<file path="config.mk">
export PLATFORM = sky130hd
export DESIGN_NAME = dcf_fifo_mailbox
export DESIGN_NICKNAME = d
export VERILOG_FILES = /design/src/design/dcf_pkg_dummy_unused.sv /design/src/design/dcf_pkg.sv /design/src/design/dcf_fifo_mailbox.sv
export SDC_FILE = /design/constraint.sdc
export NUM_CORES = 2
export LEC_CHECK = 0
export BUFFER_PORTS_ARGS = -buffer_cell sky130_fd_sc_hd__buf_2
export CAP_MARGIN = 0
export CORE_ASPECT_RATIO = 0.7
export CORE_MARGIN = 1
export CORE_UTILIZATION = 30
export CTS_CLUSTER_DIAMETER = 30
export DETAILED_ROUTE_END_ITERATION = 8
export GPL_TIMING_DRIVEN = 0
export PLACE_DENSITY = 0.42
export SYNTH_ARGS = -nofsm -noshare
export SYNTH_HDL_FRONTEND = slang
export SYNTH_SLANG_ARGS = --single-unit
</file>
<file path="constraint.sdc">
create_clock -name hclk -period 5.7 [get_ports hclk]
set_input_delay 0.57 -clock hclk [delete_from_list [all_inputs] [get_ports hclk]]
set_output_delay 0.57 -clock hclk [all_outputs]
set_load 0.05 [all_outputs]
</file>
<file path="src/design/dcf_pkg_dummy_unused.sv">
`default_nettype none
`default_nettype wire

</file>
<file path="src/design/dcf_pkg.sv">
// constants shared by the dual-port fifo with mailboxes
// assumes a single system clock; port clocks arrive as sampled pins
`default_nettype none

package dcf_pkg;

    // storage shape
    localparam int DEPTH = 64;
    localparam int WIDTH = 36;
    localparam int BYTES = 4;

    // preset flag offsets picked by the straps
    localparam logic [6:0] OFS_PRESET0 = 7'h10;
    localparam logic [6:0] OFS_PRESET1 = 7'h0C;
    localparam logic [6:0] OFS_PRESET2 = 7'h08;
    localparam logic [6:0] OFS_PRESET3 = 7'h04;

    // cycles after reset release before the straps are taken
    localparam logic [1:0] STRAP_WAIT = 2'h2;

    // register byte offsets
    localparam logic [7:0] REG_CTRL = 8'h00;
    localparam logic [7:0] REG_STATUS = 8'h04;
    localparam logic [7:0] REG_LEVEL = 8'h08;
    localparam logic [7:0] REG_IRQ_STAT = 8'h0C;
    localparam logic [7:0] REG_IRQ_MASK = 8'h10;

    // control fields and reset value
    localparam int CTRL_PGEN_A = 0;
    localparam int CTRL_PGEN_B = 1;
    localparam int CTRL_ODD = 2;
    localparam int CTRL_W = 3;
    localparam logic [2:0] CTRL_RST = 3'h4;

    // interrupt status and mask fields
    localparam int IRQ_PAR_A = 0;
    localparam int IRQ_PAR_B = 1;
    localparam int IRQ_MAIL1 = 2;
    localparam int IRQ_MAIL2 = 3;
    localparam int IRQ_W = 4;
    localparam logic [3:0] IRQ_MASK_RST = 4'h0;

endpackage

`default_nettype wire

</file>
<file path="src/design/dcf_fifo_mailbox.sv">
// dual-port fifo, port a to port b, with two mailboxes and parity
// assumes port clocks and pins are asynchronous to hclk and sampled;
// software reaches control and status over ahb-lite, zero wait states
//
// What this block does
// - stores 64 words of 36 bits, fifo order
// - transfer on enabled port clock rise
// - both ports may act on one edge
// - full flags synced twice on write clock
// - empty flags synced twice on read clock
// - almost-empty low when count <= offset
// - almost-full low when free <= offset
// - two 36-bit mailboxes, one each direction
// - new-mail flag set on mailbox write
// - passive parity check, transfer never blocked
// - optional parity generation per port
// - 36-bit two-way data bus on each port
// - empty low at reset, rises second read edge
// - full low at reset, rises second write edge
// - offset straps latched at reset release
// - mail select steers to a mailbox
//
// Our own choices: register access over AHB-Lite and the register addresses.
`default_nettype none

module dcf_fifo_mailbox #(
    parameter int DEPTH = dcf_pkg::DEPTH,
    parameter logic [6:0] OFS0 = dcf_pkg::OFS_PRESET0,
    parameter logic [6:0] OFS1 = dcf_pkg::OFS_PRESET1,
    parameter logic [6:0] OFS2 = dcf_pkg::OFS_PRESET2,
    parameter logic [6:0] OFS3 = dcf_pkg::OFS_PRESET3
) (
    // system
    input wire logic hclk,
    input wire logic hresetn,
    input wire logic ce,
    // ahb-lite slave
    input wire logic hsel,
    input wire logic [31:0] haddr,
    input wire logic [1:0] htrans,
    input wire logic hwrite,
    input wire logic [2:0] hsize,
    input wire logic [31:0] hwdata,
    input wire logic hready,
    output var logic [31:0] hrdata,
    output logic hreadyout,
    output logic hresp,
    // interrupt
    output logic irq,
    // flag offset straps
    input wire logic [1:0] offset_select,
    // port a, the writing side
    input wire logic write_port_clock,
    input wire logic write_side_select_n,
    input wire logic write_side_enable,
    input wire logic write_side_write,
    input wire logic write_side_mail_select,
    input wire logic [35:0] write_side_data_in,
    output var logic [35:0] write_side_data_out,
    output logic write_side_data_oe,
    output var logic full_flag_n,
    output var logic almost_full_n,
    output logic write_side_mail_waiting_n,
    output logic write_side_parity_err_n,
    // port b, the reading side
    input wire logic read_port_clock,
    input wire logic read_side_select_n,
    input wire logic read_side_enable,
    input wire logic read_side_write,
    input wire logic read_side_mail_select,
    input wire logic [35:0] read_side_data_in,
    output var logic [35:0] read_side_data_out,
    output logic read_side_data_oe,
    output var logic empty_flag_n,
    output var logic almost_empty_n,
    output logic read_side_mail_waiting_n,
    output logic read_side_parity_err_n
);

    localparam int AW = $clog2(DEPTH);
    localparam int CW = AW + 1;
    localparam int WD = dcf_pkg::WIDTH;
    localparam int PW = WD + 5;
    localparam logic [CW-1:0] DEPTH_C = CW'(DEPTH);

    // binary to gray
    function automatic logic [CW-1:0] to_gray(input logic [CW-1:0] b);
        return b ^ (b >> 1);
    endfunction

    // gray to binary
    function automatic logic [CW-1:0] from_gray(input logic [CW-1:0] g);
        logic [CW-1:0] b;
        for (int i = 0; i < CW; i++)
        begin
            b[i] = ^(g >> i);
        end
        return b;
    endfunction

    // put a parity bit above each byte
    function automatic logic [WD-1:0] par_gen(input logic [WD-1:0] w,
                                              input logic odd);
        logic [WD-1:0] r;
        r = w;
        for (int i = 0; i < dcf_pkg::BYTES; i++)
        begin
            r[9*i+8] = (^w[9*i +: 8]) ^ odd;
        end
        return r;
    endfunction

    // high when any byte fails its parity
    function automatic logic par_bad(input logic [WD-1:0] w,
                                     input logic odd);
        logic bad;
        bad = 1'b0;
        for (int i = 0; i < dcf_pkg::BYTES; i++)
        begin
            bad = bad | ((^w[9*i +: 9]) != odd);
        end
        return bad;
    endfunction

    // pin synchronisers, two stages per port
    logic [PW-1:0] a_s1_r, a_s2_r, b_s1_r, b_s2_r;
    logic a_clk_prev_r, b_clk_prev_r;
    logic [1:0] ofs_s1_r, ofs_s2_r;

    always_ff @(posedge hclk or negedge hresetn)
    begin
        if (!hresetn)
        begin
            a_s1_r <= '0;
            a_s2_r <= '0;
            b_s1_r <= '0;
            b_s2_r <= '0;
            a_clk_prev_r <= 1'b0;
            b_clk_prev_r <= 1'b0;
            ofs_s1_r <= 2'h0;
            ofs_s2_r <= 2'h0;
        end
        else if (ce)
        begin
            a_s1_r <= {write_port_clock, write_side_select_n,
                       write_side_enable, write_side_write,
                       write_side_mail_select, write_side_data_in};
            a_s2_r <= a_s1_r;
            b_s1_r <= {read_port_clock, read_side_select_n,
                       read_side_enable, read_side_write,
                       read_side_mail_select, read_side_data_in};
            b_s2_r <= b_s1_r;
            a_clk_prev_r <= a_s2_r[PW-1];
            b_clk_prev_r <= b_s2_r[PW-1];
            ofs_s1_r <= offset_select;
            ofs_s2_r <= ofs_s1_r;
        end
    end

    // port decode from the second sync stage
    logic a_edge, a_act, a_wr, a_mail, b_edge, b_act, b_wr, b_mail;
    logic [WD-1:0] a_din, b_din, b_src;
    logic a_fifo_wr, a_mail_wr, a_mail_rd, b_fifo_rd, b_mail_wr, b_mail_rd;

    assign a_edge = ce & a_s2_r[PW-1] & ~a_clk_prev_r;
    assign b_edge = ce & b_s2_r[PW-1] & ~b_clk_prev_r;
    assign a_act = a_edge & ~a_s2_r[PW-2] & a_s2_r[PW-3];
    assign b_act = b_edge & ~b_s2_r[PW-2] & b_s2_r[PW-3];
    assign a_wr = a_s2_r[PW-4];
    assign b_wr = b_s2_r[PW-4];
    assign a_mail = a_s2_r[PW-5];
    assign b_mail = b_s2_r[PW-5];
    assign a_din = a_s2_r[WD-1:0];
    assign b_din = b_s2_r[WD-1:0];
    // mail select steers to a mailbox; flags block the memory
    assign a_fifo_wr = a_act & a_wr & ~a_mail & full_flag_n;
    assign a_mail_wr = a_act & a_wr & a_mail;
    assign a_mail_rd = a_act & ~a_wr & a_mail;
    assign b_fifo_rd = b_act & ~b_wr & ~b_mail & empty_flag_n;
    assign b_mail_wr = b_act & b_wr & b_mail;
    assign b_mail_rd = b_act & ~b_wr & b_mail;

    // offset register loaded once from the straps
    logic [1:0] strap_cnt_r;
    logic [6:0] offset_r;

    always_ff @(posedge hclk or negedge hresetn)
    begin
        if (!hresetn)
        begin
            strap_cnt_r <= 2'h0;
            offset_r <= 7'h00;
        end
        else if (ce && strap_cnt_r != 2'h3)
        begin
            strap_cnt_r <= strap_cnt_r + 2'h1;
            if (strap_cnt_r == dcf_pkg::STRAP_WAIT)
            begin
                case (ofs_s2_r)
                    2'h0: offset_r <= OFS0;
                    2'h1: offset_r <= OFS1;
                    2'h2: offset_r <= OFS2;
                    default: offset_r <= OFS3;
                endcase
            end
        end
    end

    // storage, written at the write pointer
    logic [WD-1:0] mem_r [DEPTH];
    logic [CW-1:0] wptr_r, wgray_r, rptr_r, rgray_r;
    logic [CW-1:0] rgray_s1_r, wgray_s1_r;

    always_ff @(posedge hclk)
    begin
        if (a_fifo_wr)
        begin
            mem_r[wptr_r[AW-1:0]] <= a_din;
        end
    end

    // write side: pointer, read pointer stage, full flags
    logic [CW-1:0] wptr_nxt, wcnt_nxt, wcnt;
    logic [1:0] a_up_r;

    assign wptr_nxt = a_fifo_wr ? wptr_r + CW'(1) : wptr_r;
    assign wcnt_nxt = wptr_nxt - from_gray(rgray_s1_r);
    assign wcnt = wptr_r - from_gray(rgray_s1_r);

    always_ff @(posedge hclk or negedge hresetn)
    begin
        if (!hresetn)
        begin
            wptr_r <= '0;
            wgray_r <= '0;
            rgray_s1_r <= '0;
            a_up_r <= 2'h0;
            full_flag_n <= 1'b0;
            almost_full_n <= 1'b0;
        end
        else if (a_edge)
        begin
            wptr_r <= wptr_nxt;
            wgray_r <= to_gray(wptr_nxt);
            rgray_s1_r <= rgray_r;
            a_up_r <= {a_up_r[0], 1'b1};
            full_flag_n <= a_up_r[0] & (wcnt_nxt < DEPTH_C);
            almost_full_n <= a_up_r[0]
                             & ((DEPTH_C - wcnt_nxt) > offset_r);
        end
    end

    // read side: pointer, write pointer stage, empty flags
    logic [CW-1:0] rptr_nxt, rcnt_nxt, rcnt;
    logic [WD-1:0] fifo_q_r;

    assign rptr_nxt = b_fifo_rd ? rptr_r + CW'(1) : rptr_r;
    assign rcnt_nxt = from_gray(wgray_s1_r) - rptr_nxt;
    assign rcnt = from_gray(wgray_s1_r) - rptr_r;

    always_ff @(posedge hclk or negedge hresetn)
    begin
        if (!hresetn)
        begin
            rptr_r <= '0;
            rgray_r <= '0;
            wgray_s1_r <= '0;
            empty_flag_n <= 1'b0;
            almost_empty_n <= 1'b0;
        end
        else if (b_edge)
        begin
            rptr_r <= rptr_nxt;
            rgray_r <= to_gray(rptr_nxt);
            wgray_s1_r <= wgray_r;
            empty_flag_n <= (rcnt_nxt != '0);
            almost_empty_n <= (rcnt_nxt > offset_r);
        end
    end

    // fifo output register, loaded by each read
    always_ff @(posedge hclk or negedge hresetn)
    begin
        if (!hresetn)
        begin
            fifo_q_r <= '0;
        end
        else if (b_fifo_rd)
        begin
            fifo_q_r <= mem_r[rptr_r[AW-1:0]];
        end
    end

    // mailboxes: mail1 carries a to b, mail2 carries b to a
    logic [WD-1:0] mail1_r, mail2_r;
    logic mail1_new_r, mail2_new_r;

    always_ff @(posedge hclk or negedge hresetn)
    begin
        if (!hresetn)
        begin
            mail1_r <= '0;
            mail2_r <= '0;
            mail1_new_r <= 1'b0;
            mail2_new_r <= 1'b0;
        end
        else if (ce)
        begin
            if (a_mail_wr)
            begin
                mail1_r <= a_din;
            end
            if (b_mail_wr)
            begin
                mail2_r <= b_din;
            end
            // a new write outranks a read in the same cycle
            mail1_new_r <= a_mail_wr | (mail1_new_r & ~b_mail_rd);
            mail2_new_r <= b_mail_wr | (mail2_new_r & ~a_mail_rd);
        end
    end

    assign read_side_mail_waiting_n = ~mail1_new_r;
    assign write_side_mail_waiting_n = ~mail2_new_r;

    // software registers
    logic [dcf_pkg::CTRL_W-1:0] ctrl_r;
    logic [dcf_pkg::IRQ_W-1:0] irq_stat_r, irq_mask_r, irq_event, irq_clr;
    logic a_perr_r, b_perr_r;
    logic ap_valid_r, ap_write_r;
    logic [7:0] ap_addr_r;
    logic odd;

    assign odd = ctrl_r[dcf_pkg::CTRL_ODD];

    // passive parity check on words written at a port
    always_ff @(posedge hclk or negedge hresetn)
    begin
        if (!hresetn)
        begin
            a_perr_r <= 1'b0;
            b_perr_r <= 1'b0;
        end
        else if (ce)
        begin
            if (a_act && a_wr)
            begin
                a_perr_r <= par_bad(a_din, odd);
            end
            if (b_act && b_wr)
            begin
                b_perr_r <= par_bad(b_din, odd);
            end
        end
    end

    assign write_side_parity_err_n = ~a_perr_r;
    assign read_side_parity_err_n = ~b_perr_r;

    // port b shows mail1 on mail select, else the fifo word
    assign b_src = b_mail ? mail1_r : fifo_q_r;

    // port data outputs, with optional parity generation
    always_ff @(posedge hclk or negedge hresetn)
    begin
        if (!hresetn)
        begin
            write_side_data_out <= '0;
            read_side_data_out <= '0;
        end
        else if (ce)
        begin
            if (a_mail_rd)
            begin
                write_side_data_out <= ctrl_r[dcf_pkg::CTRL_PGEN_A]
                    ? par_gen(mail2_r, odd) : mail2_r;
            end
            read_side_data_out <= ctrl_r[dcf_pkg::CTRL_PGEN_B]
                ? par_gen(b_src, odd) : b_src;
        end
    end

    // drive a bus while its port is read
    assign write_side_data_oe = ~a_s2_r[PW-2] & ~a_wr;
    assign read_side_data_oe = ~b_s2_r[PW-2] & ~b_wr;

    // interrupt events
    assign irq_event[dcf_pkg::IRQ_PAR_A] = a_act & a_wr & par_bad(a_din, odd);
    assign irq_event[dcf_pkg::IRQ_PAR_B] = b_act & b_wr & par_bad(b_din, odd);
    assign irq_event[dcf_pkg::IRQ_MAIL1] = a_mail_wr;
    assign irq_event[dcf_pkg::IRQ_MAIL2] = b_mail_wr;

    // ahb-lite address phase capture
    always_ff @(posedge hclk or negedge hresetn)
    begin
        if (!hresetn)
        begin
            ap_valid_r <= 1'b0;
            ap_write_r <= 1'b0;
            ap_addr_r <= 8'h00;
        end
        else if (ce && hready)
        begin
            ap_valid_r <= hsel & htrans[1] & (hsize == 3'h2);
            ap_write_r <= hwrite;
            ap_addr_r <= haddr[7:0];
        end
    end

    // register writes in the data phase; status bits clear on a one
    logic dp_wr;
    assign dp_wr = ce & ap_valid_r & ap_write_r;
    assign irq_clr = (dp_wr && ap_addr_r == dcf_pkg::REG_IRQ_STAT)
                     ? hwdata[dcf_pkg::IRQ_W-1:0] : '0;

    always_ff @(posedge hclk or negedge hresetn)
    begin
        if (!hresetn)
        begin
            ctrl_r <= dcf_pkg::CTRL_RST;
            irq_mask_r <= dcf_pkg::IRQ_MASK_RST;
            irq_stat_r <= '0;
        end
        else if (ce)
        begin
            if (dp_wr && ap_addr_r == dcf_pkg::REG_CTRL)
            begin
                ctrl_r <= hwdata[dcf_pkg::CTRL_W-1:0];
            end
            if (dp_wr && ap_addr_r == dcf_pkg::REG_IRQ_MASK)
            begin
                irq_mask_r <= hwdata[dcf_pkg::IRQ_W-1:0];
            end
            irq_stat_r <= irq_event | (irq_stat_r & ~irq_clr); // set wins
        end
    end

    // read data taken at address phase, valid in data phase
    always_ff @(posedge hclk or negedge hresetn)
    begin
        if (!hresetn)
        begin
            hrdata <= 32'h0;
        end
        else if (ce && hready)
        begin
            case (haddr[7:0])
                dcf_pkg::REG_CTRL:
                    hrdata <= {29'h0, ctrl_r};
                dcf_pkg::REG_STATUS:
                    hrdata <= {17'h0, offset_r,
                               b_perr_r, a_perr_r, mail2_new_r,
                               mail1_new_r, almost_empty_n, empty_flag_n,
                               almost_full_n, full_flag_n};
                dcf_pkg::REG_LEVEL:
                    hrdata <= {9'h0, rcnt, 9'h0, wcnt};
                dcf_pkg::REG_IRQ_STAT:
                    hrdata <= {28'h0, irq_stat_r};
                dcf_pkg::REG_IRQ_MASK:
                    hrdata <= {28'h0, irq_mask_r};
                default:
                    hrdata <= 32'h0;
            endcase
        end
    end

    // zero wait states, always okay
    assign hreadyout = 1'b1;
    assign hresp = 1'b0;
    assign irq = |(irq_stat_r & irq_mask_r);

endmodule

`default_nettype wire

</file>
# Word level (Yosys, flattened, before mapping)
# Memories as Yosys holds them, arrays and structs flattened. A register that Yosys moved wholly into a read port is not among the register bits.
# Index checks and enable logic that the tools add are counted.
op_classes:
  n_addsub: 8
  n_lt_le_gt_ge: 3
  n_eq_ne: 19
  muxes: 10
  bitwise: 68
  n_reduce_logical: 51
ops:
  columns: ["op", "count"]
  rows:
  - ["$pmux 23 s5", 1]
  - ["$mux 36", 3]
  - ["$reduce_xor 7->1", 14]
  - ["$reduce_xor 9->1", 8]
  - ["$reduce_xor 8->1", 8]
  - ["$and 1x1->1", 32]
  - ["$sub 7x7->7", 4]
  - ["$eq 8x4->1 const B", 3]
  - ["$eq 8x5->1 const B", 2]
  - ["$logic_not 8->1", 2]
  - ["$reduce_and 2->1", 8]
  - ["$pmux 5 s3", 1]
  - ["$add 7x1->7 const B", 2]
  - ["$gt 7x7->1", 2]
  - ["$mux 7", 2]
  - ["$not 1->1", 14]
  - ["$xor 7x6->7", 2]
  - ["$and 4x4->4", 2]
  - ["$eq 8x3->1 const B", 1]
  - ["$ne 1x1->1", 8]
  - ["$or 1x1->1", 8]
  - ["$xor 1x1->1", 8]
  - ["$logic_and 1x1->1", 7]
  - ["$lt 7x7->1 const B", 1]
  - ["14 further kinds", 16]
word_totals:
  regBits: 427
  ramBits: 2304
  inputBits: 159
  out_inout_bits: 117
  elab_cells: 196
  n_memories: 1
mem_list:
  columns: ["name", "words", "word_bits", "read_ports", "rd_clocked_by_memory_dff", "write_ports", "line", "source"]
  rows:
  - ["mem_r", 64, 36, 1, 1, 1, "dcf_fifo_mailbox.sv:210", "logic [WD-1:0] mem_r [DEPTH];"]

# Longest topological paths before layout
depth:
  word_depth: 12
  depth_mapped: 17
  mapped_depth_nobuf: 17

# Worst setup path after synthesis
# OpenSTA, ideal clock, no wires.
synth_timing:
  path_kind: "flip-flop to flip-flop"
  start: "reg full_flag_n"
  end: "reg almost_full_n"
  setup_ps: 145
  arrival_time_ps: 3722
  required_ps: 5555
  slack_ps: 1833
  path_stages_with_launch: 17
  n_path_buf: 0
  synth_period_minus_slack_ps: 3867
  path_cell_list: "dfrtp_1 > nand4bb_1 > nor2_1 > nand2_1 > xnor2_1 > ha_1 > nor2b_1 > mux2i_1 > o221ai_2 > xnor2_1 > nor3_1 > nor2_1 > ha_1 > nor2b_1 > o21a_1 > o22ai_1 > a32oi_1"
synth_via:
  elab_chain_cells: 6
synth_rtl:
  columns: ["element", "line", "source"]
  rows:
  - ["start, declared", "dcf_fifo_mailbox.sv:61", "output var logic full_flag_n,"]
  - ["start signal, assigned", "dcf_fifo_mailbox.sv:247", "full_flag_n <= a_up_r[0] & (wcnt_nxt < DEPTH_C);"]
  - ["$and 1x1->1", "dcf_fifo_mailbox.sv:176", "assign a_fifo_wr = a_act & a_wr & ~a_mail & full_flag_n;"]
  - ["$mux 7", "dcf_fifo_mailbox.sv:226", "assign wptr_nxt = a_fifo_wr ? wptr_r + CW'(1) : wptr_r;"]
  - ["named net wptr_nxt[2]", "dcf_fifo_mailbox.sv:223", "logic [CW-1:0] wptr_nxt, wcnt_nxt, wcnt;"]
  - ["$sub 7x7->7", "dcf_fifo_mailbox.sv:227", "assign wcnt_nxt = wptr_nxt - from_gray(rgray_s1_r);"]
  - ["$sub 7x7->7", "dcf_fifo_mailbox.sv:249", "& ((DEPTH_C - wcnt_nxt) > offset_r);"]
  - ["$gt 7x7->1", "dcf_fifo_mailbox.sv:249", null]
  - ["$and 1x1->1", "dcf_fifo_mailbox.sv:249", null]
  - ["end signal, assigned", "dcf_fifo_mailbox.sv:248", "almost_full_n <= a_up_r[0]"]
  - ["end, declared", "dcf_fifo_mailbox.sv:62", "output var logic almost_full_n,"]
# The timed path passes the listed nets, and every way through them passes these cells.
# A chain may end at the register's enable or synchronous reset.

==> Implementation_results.wiki <==
{| class="wikitable"
! Metric !! Value
|-
| Initial antenna violation count || 77
|-
| Port buffer count || approximately 210
|-
| Least-Margin Pin Slew || 1.54 ns
|-
| Ys async rst share || 16.1%
|-
| DRC violation count after routing || 0
|-
| Switching part of the total || roughly a quarter
|-
| Latest clock arrival within the worst-skew pair || 0.96 ns
|-
| Post-Route Skew || between 0.08 and 0.09 ns
|-
| Vias post-DR || roughly 56000
|-
| Worst supply voltage drop on vdd || 0.295 mV
|-
| Clock-pin transition on the worst setup and hold timing paths || about 0.050 ns
|-
| Hpwl dp || between 200 and 250 mm
|-
| Fin area || 136000 sq um
|-
| Crit-path max FO || 10
|-
| Data required time of the worst path || roughly 6.5 ns
|-
| Violated checks || max-capacitance violations, max-slew violations
|-
| Count of flip-flops with a built-in enable after synthesis || approximately 2300
|-
| Number of distinct library cells after synthesis || 63
|-
| Max-Cap Viols || 1
|-
| Max-slew violation total from the final report || 11
|-
| Routed WL || roughly 360 mm
|-
| Total GRT Usage || approximately a fifth
|-
| Vias in the first global route || roughly 56000
|-
| Sequential fraction of design power || between 30% and 40%
|-
| Clock share of power || a little under half
|-
| Ys flop type || edfxtp_1
|-
| Critical path launch point type || flop
|-
| TritonCTS clock tree || done
|-
| Setup repair after global routing missed its margin || no
|-
| Ratio of cells with drive above 1 in the final layout || between 30 and 40%
|-
| Number of nets at the end of the flow || between 6000 and 7000
|-
| Internal power summed over all cells || 46.4 mW
|-
| Number of clock buffers inserted by TritonCTS || just under 500
|-
| I/O pin cnt || 276
|-
| Crit path max-delay cell type || buf_1
|-
| Residual antenna-violating net count after detailed routing || 0
|-
| Sequential fraction of the synthesis area || 74.6%
|-
| Clock Tree Root || clkbuf_16
|-
| Synthesized area per cell || 21.9 sq um
|-
| Commonest non-fill, non-tap cells in the layout || 2304 x edfxtp_1, 756 x mux4_2, 489 x clkbuf_16
|-
| Wirelength per Cell || about 33 um
|-
| DIE WIDTH || about 720 um
|-
| Row count || between 150 and 200
|-
| Placer congestion estimate || ~0.81
|-
| Area enclosed by the die boundary || roughly 360000 sq um
|-
| Final clock period utilization by the worst path || approximately 93%
|-
| Max frequency || between 150 and 200 MHz
|-
| Post-layout util || about two fifths
|-
| Starting Density || between 30% and 40%
|-
| Slowest stage delay, CP || 0.98 ns
|-
| Final global-route overflow total || 0
|-
| Core outline area || about 360000 sq um
|-
| H-tree level count || 5
|-
| Setup violation total in the final timing report || 0
|-
| Number of vias per cell after detailed routing || between 5 and 6
|-
| Reported leakage power || 45.7 nW
|-
| Most used cell along the critical path || mux4_2
|-
| Flip-flop and latch count after synthesis || between 2000 and 3000
|-
| # Post-CTS Setup Buffers || 0
|-
| Sinks on the clock net || ~2700
|-
| Result of the run || finished with violations
|-
| Router iterations before antenna repair || 5
|-
| Path category of the worst min-delay check || in2async
|-
| Area after detailed placement || about 120000 sq um
|-
| Data arrival, critical path || just over 6 ns
|-
| Area growth from synthesis to final layout || 26.4%
|-
| Nature of the critical path endpoint || flop
|-
| Net Switching || 16.8 mW
|-
| Pin count of the biggest net entering global routing || between 100 and 150
|-
| Final Hold Vio Count || 0
|-
| Leading cell type in the layout, fill and taps excluded || edfxtp_1
|-
| Cell Pwr Density || approximately 460 nW/um^2
|-
| Worst setup path class || reg2reg
|-
| Die Ht || around 500 um
|-
| Normalized max-slew margin || -2.75%
|-
| First-pass GRT wire length || between 400 and 500 mm
|-
| CP cell instances || clkbuf_1, clkbuf_2, buf_1, mux4_2, mux4_2, mux4_2, mux2_2
|-
| Clock period minus final worst setup slack || about 5.3 ns
|-
| DRC violation total after the first TritonRoute iteration || 7135
|-
| Comb power frac || about 15%
|-
| Gate Count Post-Synth || roughly 4900
|-
| Netlist area before placement || 108000 sq um
|-
| Yosys synthesis warning count || 0
|-
| Max Buffers Root-to-Sink || 4
|}
flip-flops by register name, summed over array words and instances, names as in the netlist, 8 cells and up:
name                 cells
a_s1_r                  41
a_s2_r                  41
ap_addr_r                8
b_s1_r                  41
b_s2_r                  41
fifo_q_r                36
hrdata                  18
mail1_r                 36
mail2_r                 36
mem_r                 2304
read_side_data_out      36
write_side_data_out     36
final cells by class:
class	instances	area (sq um)
Clock inverter	347	4300
Timing Repair Buffer	429	4850
Inverter	35	131
Buffer	260	1190
Clock buffer	559	12600
Fill cell	32000	220000
Sequential cell	2747	80400
Multi-Input combinational cell	1879	26600
Antenna cell	22	55.1
Tap cell	4717	5900
cell usage after synthesis, drive strengths merged (15+ instances only):
master	count	area share (%)
edfxtp	2304	64
mux4	756	16
dfrtp	442	10
mux2	334	3.5
xnor2	153	1.3
clkbuf	143	0.50
nor2	135	0.47
buf	118	0.60
nand2	95	0.33
a21oi	58	0.27
xor2	54	0.44
mux2i	51	0.47
o21ai	47	0.22
ha	37	0.43
inv	35	0.12
nor3	15	0.070
kinds of logic (layout without fill, tap and decap cells):
group	Yosys count	in the layout	share of synthesized area, %
flip-flops	2747	2747	74.6
multiplexers	1141	1141	19.8
XOR/XNOR	210	210	1.77
AND/OR/NAND/NOR	321	321	1.35
buffers and inverters	296	1630	1.22
AO/OA/AOI/OAI	152	152	0.845
other	2	38	0.00698
adder cells (fa/ha/maj)	39	39	0.467
repair_timing:
| action | 4_1_cts | 5_1_grt |
|---|---|---|
| setup endpoints to repair | 1 | 1 |
| endpoints found under the hold margin | 251 | 0 |
| gates cloned | 0 | 0 |
| hold buffers | 99 | 0 |
| gates resized for setup | 1 | 0 |
critical path, delay by kind of cell, from the launching register on:
family,cells,cell delay (ns)
mux,4,1.97
flops,1,0.60
buf+inv,3,2.57
final timing paths:
kind,slack [ns],end,cells past startpoint,from
max,0.40,fifo_q_r[17]$_DFFE_PN0N_,7,rptr_r[1]$_DFFE_PN0N_
max reg2reg,0.40,fifo_q_r[17]$_DFFE_PN0N_,7,rptr_r[1]$_DFFE_PN0N_
min,0.13,b_s2_r[21]$_DFFE_PN0P_,2,hresetn
min reg2reg,0.48,wgray_r[1]$_DFFE_PN0N_,2,wgray_r[1]$_DFFE_PN0N_
min in group hclk,0.13,hrdata[22]$_DFFE_PN0P_,3,hready
max in group asynchronous,3.57,a_s2_r[5]$_DFFE_PN0P_,5,hresetn
through the flow:
step,hold slack [ns],power (mW),cells,setup TNS (ns),worst slack [ns]
2_1_floorplan,0.274,29.4,4922,0,1.83
3_3_place_gp,0.454,33.4,9845,-4716.75,-5.58
3_5_place_dp,0.471,33.6,9968,-0.160,-0.160
4_1_cts,0.0394,63.9,11000,0,0.0793
5_1_grt,0.100,65.3,11000,0,0.213
6_report,0.130,63.3,11000,0,0.398
power groups by stage:
stage / Combinational, mW / Clock, mW / Sequential, mW
after floorplan: 5.12 / 0 / 24.3
after global placement: 8.27 / 0 / 25.1
after detailed placement: 9.35 / 0 / 24.3
after CTS: 9.44 / 30.5 / 23.9
after global routing: 9.91 / 31.4 / 24.0
final: 9.31 / 30.1 / 23.9
layer usage:
metal | routed length, um | vias up | track usage (%) | share of wire (%)
met4 | 6880 | 20 | 4.17 | 1.9
li1 | - | 22400 | - | -
met1 | 176000 | 30600 | 31.6 | 49
met2 | 146000 | 2200 | 26.5 | 41
met3 | 29900 | 446 | 4.50 | 8.3
met5 | 119 | - | 0 | 0.033
Note: power is estimated with default switching activity, not from simulation.
